`src/hall_cond_pkg.sv`:
```
package hall_cond_pkg;
    // Command addresses of the conditioning settings
    localparam logic [2:0] ADDR_GAIN = 3'h0;
    localparam logic [2:0] ADDR_OFFSET = 3'h1;
    localparam logic [2:0] ADDR_LOW_LIMIT = 3'h2;
    localparam logic [2:0] ADDR_HIGH_LIMIT = 3'h3;
    localparam logic [2:0] ADDR_LOCK = 3'h4;
    localparam logic [2:0] ADDR_SAMPLE = 3'h5;
    // Field widths
    localparam int GAIN_W = 14;
    localparam int OFFSET_W = 11;
    localparam int LOW_W = 10;
    localparam int HIGH_W = 11;
    localparam int SAMPLE_W = 14;
    localparam int DATA_W = 14;
    localparam int OUT_W = 11;
    // Fixed point: gain LSB is 2^-11, output LSB is one supply over 2048
    localparam int GAIN_FRAC = 11;
    localparam int OFFSET_SHIFT = 1;
    localparam logic signed [15:0] FULL_SUPPLY = 16'sh0800;
    localparam logic signed [15:0] OUT_MAX = 16'sh07FF;
    // Reset values of the settings
    localparam logic [13:0] GAIN_RST = 14'h0800;
    localparam logic [10:0] OFFSET_RST = 11'h000;
    localparam logic [9:0] LOW_RST = 10'h000;
    localparam logic [10:0] HIGH_RST = 11'h7FF;
endpackage : hall_cond_pkg

```
`src/hall_output_conditioning_lock.sv`:
```
`timescale 1ns/100ps
`default_nettype none
// Contract
// - Gain is signed multiplier, minus four to four
// - Unity gain: 2048 counts give one supply
// - Offset adds, spans plus/minus supply, 4.9mV steps
// - Negative offset caps output at offset plus supply
// - Lower limit zero to half supply
// - Upper limit zero to full supply
// - Lock ignores all commands; settings freeze, but reset reloads their defaults
// - Lock never cleared by command or reset
// - Raw 14-bit field sample is readable
// - Unlimited rewrites while unlocked
// - Multiply, add offset, then clamp between limits
// - Analog output off during any exchange while unlocked; stays on once locked
module hall_output_conditioning_lock
    import hall_cond_pkg::*;
(
    // Clock and reset
    input wire logic i_clock,
    input wire logic i_rstn,
    // Decoded command port from the supply-modulation receiver
    input wire logic i_comm_active,
    input wire logic i_cmd_valid,
    input wire logic i_cmd_write,
    input wire logic [2:0] i_cmd_addr,
    input wire logic [DATA_W-1:0] i_cmd_wdata,
    input wire logic i_cmd_store,
    output logic o_rvalid,
    output logic [DATA_W-1:0] o_rdata,
    // Nonvolatile lock image and store request
    input wire logic i_lock_stored,
    output logic o_store_req,
    // Filtered field sample
    input wire logic [SAMPLE_W-1:0] i_sample,
    // Output converter
    output logic [OUT_W-1:0] o_out_code,
    output logic o_out_enable,
    output logic o_locked
);

    // ----------------------------------------------------------------
    // Saturation helper
    // ----------------------------------------------------------------
    function automatic logic signed [15:0] sat16(input logic signed [31:0] v);
        logic signed [15:0] r;
        r = 16'sh0000;
        if (v > 32'sd32767) begin
            r = 16'sh7FFF;
        end else if (v < -32'sd32768) begin
            r = 16'sh8000;
        end else begin
            r = v[15:0];
        end
        return r;
    endfunction : sat16

    // ----------------------------------------------------------------
    // Limit helpers
    // ----------------------------------------------------------------
    function automatic logic signed [15:0] min16(input logic signed [15:0] a, b);
        logic signed [15:0] r;
        r = a;
        if (b < a) begin
            r = b;
        end
        return r;
    endfunction : min16

    function automatic logic signed [15:0] max16(input logic signed [15:0] a, b);
        logic signed [15:0] r;
        r = a;
        if (b > a) begin
            r = b;
        end
        return r;
    endfunction : max16

    // Highest reachable code: a negative offset leaves one supply above it
    function automatic logic signed [15:0] reach_top(input logic signed [15:0] v);
        logic signed [15:0] r;
        r = OUT_MAX;
        if (v < 16'sh0000) begin
            r = min16(v + FULL_SUPPLY, OUT_MAX);
        end
        return r;
    endfunction : reach_top

    // ----------------------------------------------------------------
    // Settings and lock
    // ----------------------------------------------------------------
    logic [GAIN_W-1:0] gain_r, gain_nxt;
    logic [OFFSET_W-1:0] offset_r, offset_nxt;
    logic [LOW_W-1:0] low_r, low_nxt;
    logic [HIGH_W-1:0] high_r, high_nxt;
    logic lock_r, lock_nxt;
    logic rvalid_r, rvalid_nxt;
    logic [DATA_W-1:0] rdata_r, rdata_nxt;
    logic store_r, store_nxt;
    logic take;

    // A locked part answers nothing, so every command is dropped here
    assign take = i_cmd_valid && !lock_r;

    always_comb begin
        gain_nxt = gain_r;
        offset_nxt = offset_r;
        low_nxt = low_r;
        high_nxt = high_r;
        rvalid_nxt = 1'b0;
        // Read data holds until the next read or reset
        rdata_nxt = rdata_r;
        store_nxt = 1'b0;
        if (!i_rstn) begin
            gain_nxt = GAIN_RST;
            offset_nxt = OFFSET_RST;
            low_nxt = LOW_RST;
            high_nxt = HIGH_RST;
            rdata_nxt = '0;
        end else if (take && i_cmd_write) begin
            // Any number of rewrites is accepted until locked
            store_nxt = i_cmd_store;
            case (i_cmd_addr)
                ADDR_GAIN: gain_nxt = i_cmd_wdata;
                ADDR_OFFSET: offset_nxt = i_cmd_wdata[OFFSET_W-1:0];
                ADDR_LOW_LIMIT: low_nxt = i_cmd_wdata[LOW_W-1:0];
                ADDR_HIGH_LIMIT: high_nxt = i_cmd_wdata[HIGH_W-1:0];
                ADDR_LOCK: store_nxt = i_cmd_store | i_cmd_wdata[0];
                default: store_nxt = 1'b0;
            endcase
        end else if (take) begin
            rvalid_nxt = 1'b1;
            case (i_cmd_addr)
                ADDR_GAIN: rdata_nxt = gain_r;
                ADDR_OFFSET: rdata_nxt = {{(DATA_W-OFFSET_W){1'b0}}, offset_r};
                ADDR_LOW_LIMIT: rdata_nxt = {{(DATA_W-LOW_W){1'b0}}, low_r};
                ADDR_HIGH_LIMIT: rdata_nxt = {{(DATA_W-HIGH_W){1'b0}}, high_r};
                ADDR_LOCK: rdata_nxt = {{(DATA_W-1){1'b0}}, lock_r};
                ADDR_SAMPLE: rdata_nxt = i_sample;
                default: rdata_nxt = '0;
            endcase
        end
    end

    always_ff @(posedge i_clock) begin
        gain_r <= gain_nxt;
        offset_r <= offset_nxt;
        low_r <= low_nxt;
        high_r <= high_nxt;
        rvalid_r <= rvalid_nxt;
        rdata_r <= rdata_nxt;
        store_r <= store_nxt;
    end

    // ----------------------------------------------------------------
    // Lock
    // ----------------------------------------------------------------
    // Reset reloads the lock from its stored image, so setting the lock
    // always asks for a store; otherwise a reset would undo it.
    always_comb begin
        lock_nxt = lock_r;
        if (!i_rstn) begin
            lock_nxt = i_lock_stored;
        end else if (take && i_cmd_write && (i_cmd_addr == ADDR_LOCK)) begin
            lock_nxt = lock_r | i_cmd_wdata[0];
        end
    end

    always_ff @(posedge i_clock) begin
        lock_r <= lock_nxt;
    end

    // ----------------------------------------------------------------
    // Datapath: multiply, add, limit, clamp
    // ----------------------------------------------------------------
    logic signed [27:0] product;
    logic signed [15:0] scaled;
    logic signed [15:0] offs;
    logic signed [15:0] sum;
    logic signed [15:0] top;
    logic signed [15:0] lim;
    logic signed [15:0] lo;
    logic signed [15:0] hi;
    logic [OUT_W-1:0] out_r, out_nxt;
    logic oe_r, oe_nxt;

    always_comb begin
        // Full-width product; the shift drops the eleven fraction bits
        product = $signed(i_sample) * $signed(gain_r);
        scaled = sat16(32'(product >>> GAIN_FRAC));
        offs = 16'($signed(offset_r)) <<< OFFSET_SHIFT;
        sum = sat16(32'(scaled) + 32'(offs));
        top = reach_top(offs);
        lo = 16'($unsigned(low_r));
        hi = 16'($unsigned(high_r));
        // Low first, then high: crossed limits resolve to the upper one
        lim = min16(max16(min16(sum, top), lo), hi);
        lim = max16(lim, 16'sh0000);
        out_nxt = i_rstn ? lim[OUT_W-1:0] : '0;
        // Communication is ignored once locked, so output stays on
        oe_nxt = i_rstn && !(i_comm_active && !lock_r);
    end

    always_ff @(posedge i_clock) begin
        out_r <= out_nxt;
        oe_r <= oe_nxt;
    end

    // ----------------------------------------------------------------
    // Outputs
    // ----------------------------------------------------------------
    assign o_out_code = out_r;
    assign o_out_enable = oe_r;
    assign o_rvalid = rvalid_r;
    assign o_rdata = rdata_r;
    assign o_store_req = store_r;
    assign o_locked = lock_r;

endmodule : hall_output_conditioning_lock
`default_nettype wire

```
`config.mk`:
```
export PLATFORM = sky130hd
export DESIGN_NAME = hall_output_conditioning_lock
export DESIGN_NICKNAME = d
export VERILOG_FILES = /design/src/hall_cond_pkg.sv /design/src/hall_output_conditioning_lock.sv
export SDC_FILE = /design/constraint.sdc
export NUM_CORES = 1
export LEC_CHECK = 0
export ABC_AREA = 1
export BUFFER_PORTS_ARGS = -buffer_cell sky130_fd_sc_hd__buf_2
export CAP_MARGIN = 10
export CORE_MARGIN = 2
export CORE_UTILIZATION = 29
export DETAILED_ROUTE_END_ITERATION = 12
export GPL_TIMING_DRIVEN = 0
export PLACE_DENSITY = 0.5
export SLEW_MARGIN = 20
export SYNTH_ARGS = -nofsm -noshare
export SYNTH_HDL_FRONTEND = slang
export SYNTH_SLANG_ARGS = --single-unit
```
`constraint.sdc`:
```
create_clock -name i_clock -period 29.5 [get_ports i_clock]
set_input_delay 5.9 -clock i_clock [delete_from_list [all_inputs] [get_ports i_clock]]
set_output_delay 5.9 -clock i_clock [all_outputs]
set_load 0.02 [all_outputs]
```
==> results of run 1 <==
worst max path at each step:
stage                                 to  slack [ns]  cells past startpoint
6_report        o_out_code[1]$_SDFF_PP0_        9.65                     72
5_1_grt         o_out_code[1]$_SDFF_PP0_        8.39                     72
4_1_cts         o_out_code[1]$_SDFF_PP0_        9.70                     72
3_5_place_dp    o_out_code[1]$_SDFF_PP0_        9.36                     72
3_3_place_gp   o_out_code[10]$_SDFF_PP0_        9.48                     71
2_1_floorplan  o_out_code[10]$_SDFF_PP0_       11.87                     69
kinds of logic after synthesis:
kind of cell,share of synthesized area
DFF,0.1153
buffers and inverters,0.1530
xor gates and xnor gates,0.01604
and+or+nand+nor,0.2145
other,0.0002862
AOI/OAI and AO/OA,0.09510
adders and majority gates,0.4058
flip-flops by register name, indices dropped and copies added, names as in the netlist:
| name | flops |
|---|---|
| low_r | 10 |
| o_store_req | 1 |
| o_locked | 1 |
| high_r | 11 |
| o_rvalid | 1 |
| o_rdata | 14 |
| gain_r | 14 |
| o_out_enable | 1 |
| o_out_code | 11 |
| offset_r | 11 |
layout make-up:
cell class / count / area, µm² / area share
multi-input combinational: 1241 / 9588 / 0.6632
clock inverter: 6 / 40.04 / 0.002770
antenna: 1 / 2.502 / 0.0001731
clock buffer: 10 / 239.0 / 0.01653
timing repair buffer: 66 / 330.3 / 0.02285
inverter: 474 / 1782 / 0.1232
tap: 592 / 740.7 / 0.05124
sequential: 75 / 1511 / 0.1046
buffer: 54 / 222.7 / 0.01541
synthesized netlist by cell type (2+ instances only):
library cell,instances
nand3_1,42
xnor2_1,9
xor2_1,15
nor2_2,3
a21oi_2,3
or2_2,2
o31ai_1,2
a31oi_1,3
a221oi_1,2
nand3b_1,2
a22oi_1,10
inv_1,469
dfxtp_1,74
o21ai_2,9
nor2_1,110
nand2_4,3
a21o_1,2
o21a_1,2
o21bai_1,2
o22ai_1,2
clkbuf_1,51
fa_1,195
inv_2,3
a21oi_1,78
or2_1,2
a211oi_1,2
nor3_1,5
ha_1,113
nand4_1,13
nand3_2,3
o21ai_0,80
nand2_1,485
and2_1,2
nand2_2,16
o211ai_1,16
placed cells by master (no fill, tap or decap), drive strengths merged:
cell      count
nand2       504
inv         474
fa          195
nor2        114
ha          113
o21ai        90
a21oi        81
dfxtp        74
buf          69
clkbuf       61
nand3        45
o211ai       16
xor2         15
nand4        13
a22oi        10
xnor2         9
nor3          5
clkinv        5
or2           4
a31oi         3
o21bai        2
a21o          2
nand3b        2
o21a          2
and2          2
a211oi        2
o31ai         2
o22ai         2
a221oi        2
diode         1
a21boi        1
nor4          1
nor3b         1
o211a         1
a2111oi       1
conb          1
clkinvlp      1
edfxtp        1
worst reg2reg max path, delay by kind of cell (launching register included):
family                   cells  cell delay, ns
flip-flops                   1            0.56
adder cells (fa/ha/maj)     13            5.89
AND/OR/NAND/NOR             22            2.14
AO/OA/AOI/OAI               19            2.91
buffers and inverters       17            3.13
per-stage QoR:
step                      cell area, µm²  worst slack, ns  hold slack (ns)  total power, mW  utilization
after global placement             14170            9.476           0.4538           0.3876       0.3192
after CTS                          14450            9.697           0.4668           0.4972       0.3254
after detailed placement           14170            9.356           0.4574           0.3911       0.3192
final                              14460            9.654           0.4642           0.4942       0.3255
after floorplan                    13100            11.87           0.4608           0.3166            -
after global routing               14450            8.388           0.4826           0.5418       0.3254
routing by layer:
layer,vias to the layer above,global-route usage,wire (µm),share of wire
met5,-,0,0,0
met4,0,0.03493,625,0.016
met3,41,0.01333,1303,0.034
met2,216,0.2938,18090,0.48
met1,5535,0.2271,17950,0.47
li1,5657,-,-,-
power breakdown:
part           total [mW]  internal (mW)  leakage [nW]  switching [mW]
logic               0.275         0.0952          7.35           0.180
clock network       0.105         0.0593         0.139          0.0462
registers           0.113          0.110         0.611         0.00339
==> out/metrics.csv, run 1 <==
metric,value,unit
synth-edff-count,1,
synthTopCellsByArea,"fa_1, nand2_1, inv_1, dfxtp_1, ha_1",
cp-end-kind,register,
clkLatencyLatePin,0.34,ns
final_cell_count_no_fill,2519,
crit_fanout,10,
tns,0,ns
antenna_found_initial,1,
num_vias,11450,
cts_tree,built,
whs_endpoint,o_rdata[3]$_SDFFE_PN0P_,
fin_skew,0.006868,ns
worst_slew_pin_slew,1.032,ns
powerDensity,34.18,nW/µm²
avgSynthCellArea,7.106,µm²
cts_root_buf,clkbuf_16,
startpoint_type,primary input,
die_y,216.6,µm
nets,2267,
ant_nets,0,
h-tree-depth,3,
core,44410,µm²
rsz0062_at_grt,no,
max_stage_delay,0.92,ns
maxCapViolCount,0,
p_leak,8.098,nW
row_count,77,
setup_viol,0,
synth_flop_cell,dfxtp_1,
placedCellCount,2502,
synthToLayoutAreaGrowth,10.32,%
ctsResizeCount,0,
numCtsBuffers,9,
crit_buf_inv,18,
first_pass_iters,5,
period_minus_slack,19.85,ns
critical-path-top-delay-family,adder cells,
syn_nets,2190,
worstSetupStartpoint,i_sample[13],
post_cts_buffers,0,
critPathRequiredTime,29.78,ns
io_pins,67,
syn_inst,1844,
yosysTopAreaCellShare,0.2979,
fin_crit_sh,0.6727,
cpMaxStageDelayCell,fa_1,
place_hpwl,32440,µm
wl_per_cell,15.07,µm
grt_max_degree,14,
ctsHoldBuffers,0,
cp.arrival,20.13,ns
port_buffers,66,
wirelength,37970,µm
layout-drive-gt1-share,0.06698,
whs_path_depth,2,
grt_pass1_wl,62340,µm
syn-cell-area,13100,µm²
r2r_cells,71,
track_usage,0.1682,
status,finished clean,
min_path_type,register to register,
num-fill-cells,4925,
hold_path.startpoint,o_rdata[3]$_SDFFE_PN0P_,
ys_types,49,
drtIter0Drc,719,
initial_core_util,0.2950,
drcViolationCount,0,
viasPerCell,4.545,
first_global_vias,11820,
clk_path_buf_depth,2,
ys_seq_area_frac,0.1153,
clock_sinks,75,
clkTransAtPathRegs,0.06,ns
synth_seq_cells,75,
hold_viol,0,
path_common_cell,nand2_1,
grt-ovfl-total,0,
reg2reg_setup_slack,14.87,ns
gp_congestion,0.8632,
relSlewSlack,0.3066,
yosys.area.top_type,fa_1,
critPathKind,primary input to register,
report.final.slew_viol_count,0,
r2r-start,gain_r[4]$_SDFFE_PN0P_,
ir_drop,0.00003170,V
worstReg2RegEnd,o_out_code[1]$_SDFF_PP0_,
dieArea,46900,µm²
synth-warning-count,0,
die_w,216.6,µm
ys_async_sr_fraction,0,
clock.fmax,50.39,MHz
(Power assumes the default switching activity.)
==> inputs of run 2 (changes only) <==
Settings changed: PLACE_DENSITY 0.5 to 0.51.
Clock period 29.5 ns to 17.1 ns, I/O delays scaled along.
==> run 2 against run 1 <==
Compared with the run above:
- clock skew rose by 0.0024 ns
- power rose by 76%
- via count barely moved
- hold slack got worse by 0.0012 ns
- clock-buffer cell count rose by 1
- clock power rose by 80%
- die area did not move
- sequential share of layout area fell by 0.10 points
- cell count rose by 0.16%
- first-iteration DRC count rose by 4.2%
==> out/metrics.csv, run 2 (synthesis gave the netlist of run 1 again) <==
metric,value,unit,change
final_cell_mix,"nand2_1, inv_1, fa_1",,
report.final.slew_viol_count,0,,unchanged
cpMaxStageDelayCell,fa_1,,
ir_drop,0.00005730,V,+81%
switching_share,0.4578,,-0.006989
antenna_found_initial,2,,+1
hold_viol,0,,unchanged
intPower,471.3,µW,+78%
hold_path.startpoint,o_rdata[11]$_SDFFE_PN0P_,,
setup_viol,0,,unchanged
final_common_cell,nand2_1,,
h-tree-depth,3,,unchanged
fin_util,0.3286,,+0.003155
cp-end-kind,register,,
status,finished clean,,
p_sw,398.0,µW,+73%
seqCellArea,1511,µm²,unchanged
holdWs,0.4630,ns,-0.001157 ns
first_global_vias,11920,,+0.85%
worst_slew_pin_slew,0.6957,ns,-0.3365 ns
row_count,77,,unchanged
track_usage,0.1672,,-0.0009737
relSlewSlack,0.5345,,+0.2279
r2r-start,gain_r[5]$_SDFFE_PN0P_,,
core,44410,µm²,unchanged
powerDensity,59.56,nW/µm²,+74%
initial_core_util,0.2950,,unchanged
die_y,216.6,µm,unchanged
combPwrFrac,0.557,,about the same
drcViolationCount,0,,unchanged
cts_tree,built,,
nets,2272,,+0.22%
viasPerCell,4.539,,-0.13%
max_stage_delay,0.59,ns,-0.33 ns
p_leak,8.166,nW,+0.84%
worstReg2RegEnd,o_out_code[9]$_SDFF_PP0_,,
die_w,216.6,µm,unchanged
num-fill-cells,4909,,-0.32%
grt-ovfl-total,0,,unchanged
synthToLayoutAreaGrowth,11.39,%,
whs_path_depth,2,,unchanged
drtIter0Drc,749,,+4.2%
seq_power_share,0.225,,-0.005
ant_nets,0,,unchanged
layout-drive-gt1-share,0.08394,,+0.01696
clkTransAtPathRegs,0.06,ns,about the same
min_path_type,register to register,,
cts_root_buf,clkbuf_16,,
crit_buf_inv,18,,unchanged
critPathKind,primary input to register,,
ctsHoldBuffers,0,,unchanged
dieArea,46900,µm²,unchanged
critical-path-top-delay-family,adder cells,,
fin_skew,0.009301,ns,+0.002433 ns
clk_path_buf_depth,2,,unchanged
maxCapViolCount,0,,unchanged
whs_endpoint,o_rdata[11]$_SDFFE_PN0P_,,
path_common_cell,nand2_1,,
startpoint_type,primary input,,
wirelength,37310,µm,-1.7%
crit_fanout,15,,+5
tns,0,ns,unchanged
io_pins,67,,unchanged
wl_per_cell,14.79,µm,-1.9%
num_vias,11450,,+0.026%
worstSetupStartpoint,i_sample[13],,
place_hpwl,32180,µm,-0.81%
clkLatencyLatePin,0.35,ns,about the same
gp_congestion,0.8633,,about the same
clkPwrFrac,0.218,,+0.005
cp.arrival,16.28,ns,-3.85 ns
clock_sinks,75,,unchanged
fin_crit_sh,0.9385,,
fin_ws,1.052,ns,-8.602 ns
first_pass_iters,6,,+1
grt_pass1_wl,62110,µm,-0.38%
clock.fmax,62.31,MHz,
grt_max_degree,16,,+2
reg2reg_setup_slack,3.38,ns,-11.49 ns
critPathRequiredTime,17.33,ns,-12.45 ns
port_buffers,66,,unchanged
post-place-ws,-0.5724,ns,-9.928 ns
period_minus_slack,16.05,ns,
multi_input_area,9622,µm²,+0.35%
r2r_cells,75,,+5.6%
p_total,869.3,µW,+76%
numCtsBuffers,9,,unchanged
run 2: worst max path at each step:
stage / to / slack [ns] / cells after the start
floorplan: o_out_code[10]$_SDFF_PP0_ / 1.95 / 69
global placement: o_out_code[1]$_SDFF_PP0_ / -0.40 / 72
detailed placement: o_out_code[4]$_SDFF_PP0_ / -0.57 / 72
CTS: o_out_code[10]$_SDFF_PP0_ / 0.12 / 72
global route: o_out_code[7]$_SDFF_PP0_ / -0.01 / 76
finish: o_out_code[9]$_SDFF_PP0_ / 1.05 / 75
run 2: stage by stage:
step,cell area [µm²],instances
final,14600,2523
after global routing,14590,2522
after CTS,14470,2516
after detailed placement,14170,2502
after global placement,14170,2502
after floorplan,13100,1844
run 2: what timing repair did:
item                                    in CTS  in global routing
endpoints found under the setup margin      11                 11
buffers inserted                             0                 11
gates resized for setup                      1                 39
pin swaps                                    0                  3
run 2: final cells by class:
cell class | count | area share
clock buffers | 11 | 0.01809
well taps | 592 | 0.05075
clock inverters | 4 | 0.002229
repair buffers | 77 | 0.02846
flip-flops and latches | 75 | 0.1035
inverters | 474 | 0.1226
diodes | 1 | 0.0001714
multi-input cells | 1241 | 0.6592
plain buffers | 48 | 0.01500
run 2: layer usage:
layer	up-vias	GRT usage	wire, µm
met4	2	0.03881	706
met3	40	0.02091	1764
met1	5525	0.2242	17280
met2	222	0.2863	17550
met5	-	0	10
li1	5663	-	-
run 2: worst register-to-register path: cells and delay by family (launching register included):
family / cells / cell delay (ns)
adders and majority gates: 13 / 5.32
buffers and inverters: 18 / 2.79
and+or+nand+nor: 24 / 2.47
AOI/OAI and AO/OA: 20 / 2.50
DFF: 1 / 0.53
run 2: power groups by stage:
stage | logic (mW) | registers [mW] | clock network [mW]
final | 0.484 | 0.196 | 0.189
after global routing | 0.554 | 0.198 | 0.200
after CTS | 0.480 | 0.196 | 0.192
after detailed placement | 0.477 | 0.200 | 0
after global placement | 0.468 | 0.199 | 0
after floorplan | 0.331 | 0.216 | 0
==> inputs of run 3 (changes only) <==
Settings changed: CAP_MARGIN 10 to 20, CORE_UTILIZATION 29 to 40, PLACE_DENSITY 0.51 to 0.64.
==> run 3 against run 2 <==
Compared with the run above:
- clock skew is 0.00052 ns lower
- sequential power barely moved
- core utilization rose by 11 points
- sequential cell count unchanged
- register-to-register slack worse by 0.10 ns
- setup slack got worse by 0.067 ns
- non-clock buffer count decreased by 7
- via count rose by 1.2%
- cell count decreased by 6.2%
==> out/metrics.csv, run 3 (synthesis gave the netlist of run 1 again) <==
metric,value,unit,change
grt_pass1_wl,59400,µm,-4.4%
postPlaceCellArea,13990,µm²,-1.3%
clkTransAtPathRegs,0.06,ns,about the same
port_buffers,66,,unchanged
critPathRequiredTime,17.33,ns,about the same
cts_tree,built,,
max_stage_delay,0.64,ns,+0.05 ns
cpMaxStageDelayCell,fa_1,,
clock.fmax,62.06,MHz,-0.42%
report.final.slew_viol_count,0,,unchanged
setup_viol,0,,unchanged
ir_drop,0.00005168,V,-9.8%
track_usage,0.2211,,+0.05396
ant_nets,0,,unchanged
clkLatencyLatePin,0.35,ns,about the same
tns,0,ns,unchanged
layout-drive-gt1-share,0.08004,,-0.003896
fin_area,14360,µm²,-1.7%
initial_core_util,0.4048,,+0.1098
rsz0062_at_grt,no,,
insertedDiodeCount,0,,-1
period_minus_slack,16.11,ns,+0.06691 ns
path_common_cell,nand2_1,,
min_path_type,register to register,,
crit_fanout,10,,-5
dieArea,34220,µm²,-27%
post-place-ws,-0.3952,ns,+0.1772 ns
row_count,66,,-14%
io_pins,67,,unchanged
grt-ovfl-total,0,,unchanged
wirelength,35450,µm,-5.0%
antenna_found_initial,0,,-2
p_leak,8.138,nW,-0.34%
die_y,185.0,µm,-15%
holdWs,0.4648,ns,+0.001816 ns
nets,2265,,-0.31%
p_total,864.7,µW,-0.53%
placedCellCount,2352,,-6.0%
num-fill-cells,3389,,-31%
clock_sinks,75,,unchanged
startpoint_type,primary input,,
final_cell_mix,"nand2_1, inv_1, fa_1",,
first_pass_iters,5,,-1
powerDensity,60.24,nW/µm²,+1.1%
num_vias,11590,,+1.2%
grt_max_degree,15,,-1
viasPerCell,4.898,,+7.9%
cp.arrival,16.35,ns,+0.07 ns
cts_root_buf,clkbuf_16,,
core,32370,µm²,-27%
place_hpwl,30190,µm,-6.2%
synthToLayoutAreaGrowth,9.548,%,
clk_path_buf_depth,2,,unchanged
final_common_cell,nand2_1,,
gp_congestion,0.8886,,+2.9%
drcViolationCount,0,,unchanged
first_global_vias,11720,,-1.6%
critPathKind,primary input to register,,
relSlewSlack,0.3243,,-0.2102
hold_viol,0,,unchanged
final_cell_count_no_fill,2366,,-6.2%
fin_skew,0.008784,ns,-0.0005171 ns
fin_util,0.4435,,+0.1148
fin_ws,0.9853,ns,-0.06691 ns
wl_per_cell,14.98,µm,+1.3%
cp-end-kind,register,,
h-tree-depth,3,,unchanged
drtIter0Drc,886,,+18%
die_w,185.0,µm,-15%
worst_slew_pin_slew,1.006,ns,+0.3101 ns
status,finished clean,,
fin_crit_sh,0.9424,,+0.003913
numCtsBuffers,9,,unchanged
maxCapViolCount,0,,unchanged
-- run 3: cell type report --
type | instances | area [µm²] | area share
inverters | 474 | 1785 | 0.1244
flip-flops and latches | 75 | 1511 | 0.1053
well taps | 442 | 553.0 | 0.03853
multi-input cells | 1241 | 9614 | 0.6697
repair buffers | 73 | 382.9 | 0.02667
plain buffers | 45 | 201.4 | 0.01403
clock buffers | 11 | 264.0 | 0.01839
clock inverters | 5 | 42.54 | 0.002963
-- run 3: power breakdown --
group	leakage [nW]	internal (mW)	switching (mW)	total, mW
Clock	0.153	0.113	0.0809	0.194
Sequential	0.611	0.190	0.00580	0.196
Combinational	7.37	0.169	0.307	0.475
-- run 3: repair_timing --
item                       4_1_cts  5_1_grt
pin swaps                        0        3
gates resized for setup          1       32
hold buffers                     0        0
setup buffers                    0        7
setup endpoints to repair       10       11
-- run 3: critical path: cells and delay by family --
kind / cells / cell delay [ns]
and+or+nand+nor: 25 / 2.49
AOI/OAI and AO/OA: 17 / 1.99
buffers and inverters: 22 / 2.74
adders and majority gates: 13 / 5.68
-- run 3: layer usage --
layer	track usage	vias up	wire length, µm	part of all wire
li1	-	5649	-	-
met3	0.02595	85	1907	0.054
met4	0.06730	0	1097	0.031
met2	0.3811	327	16740	0.47
met5	0	-	0	0
met1	0.2907	5528	15700	0.44
-- run 3: final timing paths --
path,cells after the start,start,slack [ns],endpoint
worst min register to register,2,o_rdata[11]$_SDFFE_PN0P_,0.46,o_rdata[11]$_SDFFE_PN0P_
worst max register to register,75,gain_r[4]$_SDFFE_PN0P_,3.28,o_out_code[1]$_SDFF_PP0_
worst min-delay path,2,o_rdata[11]$_SDFFE_PN0P_,0.46,o_rdata[11]$_SDFFE_PN0P_
worst max-delay path,77,i_sample[13],0.99,o_out_code[1]$_SDFF_PP0_
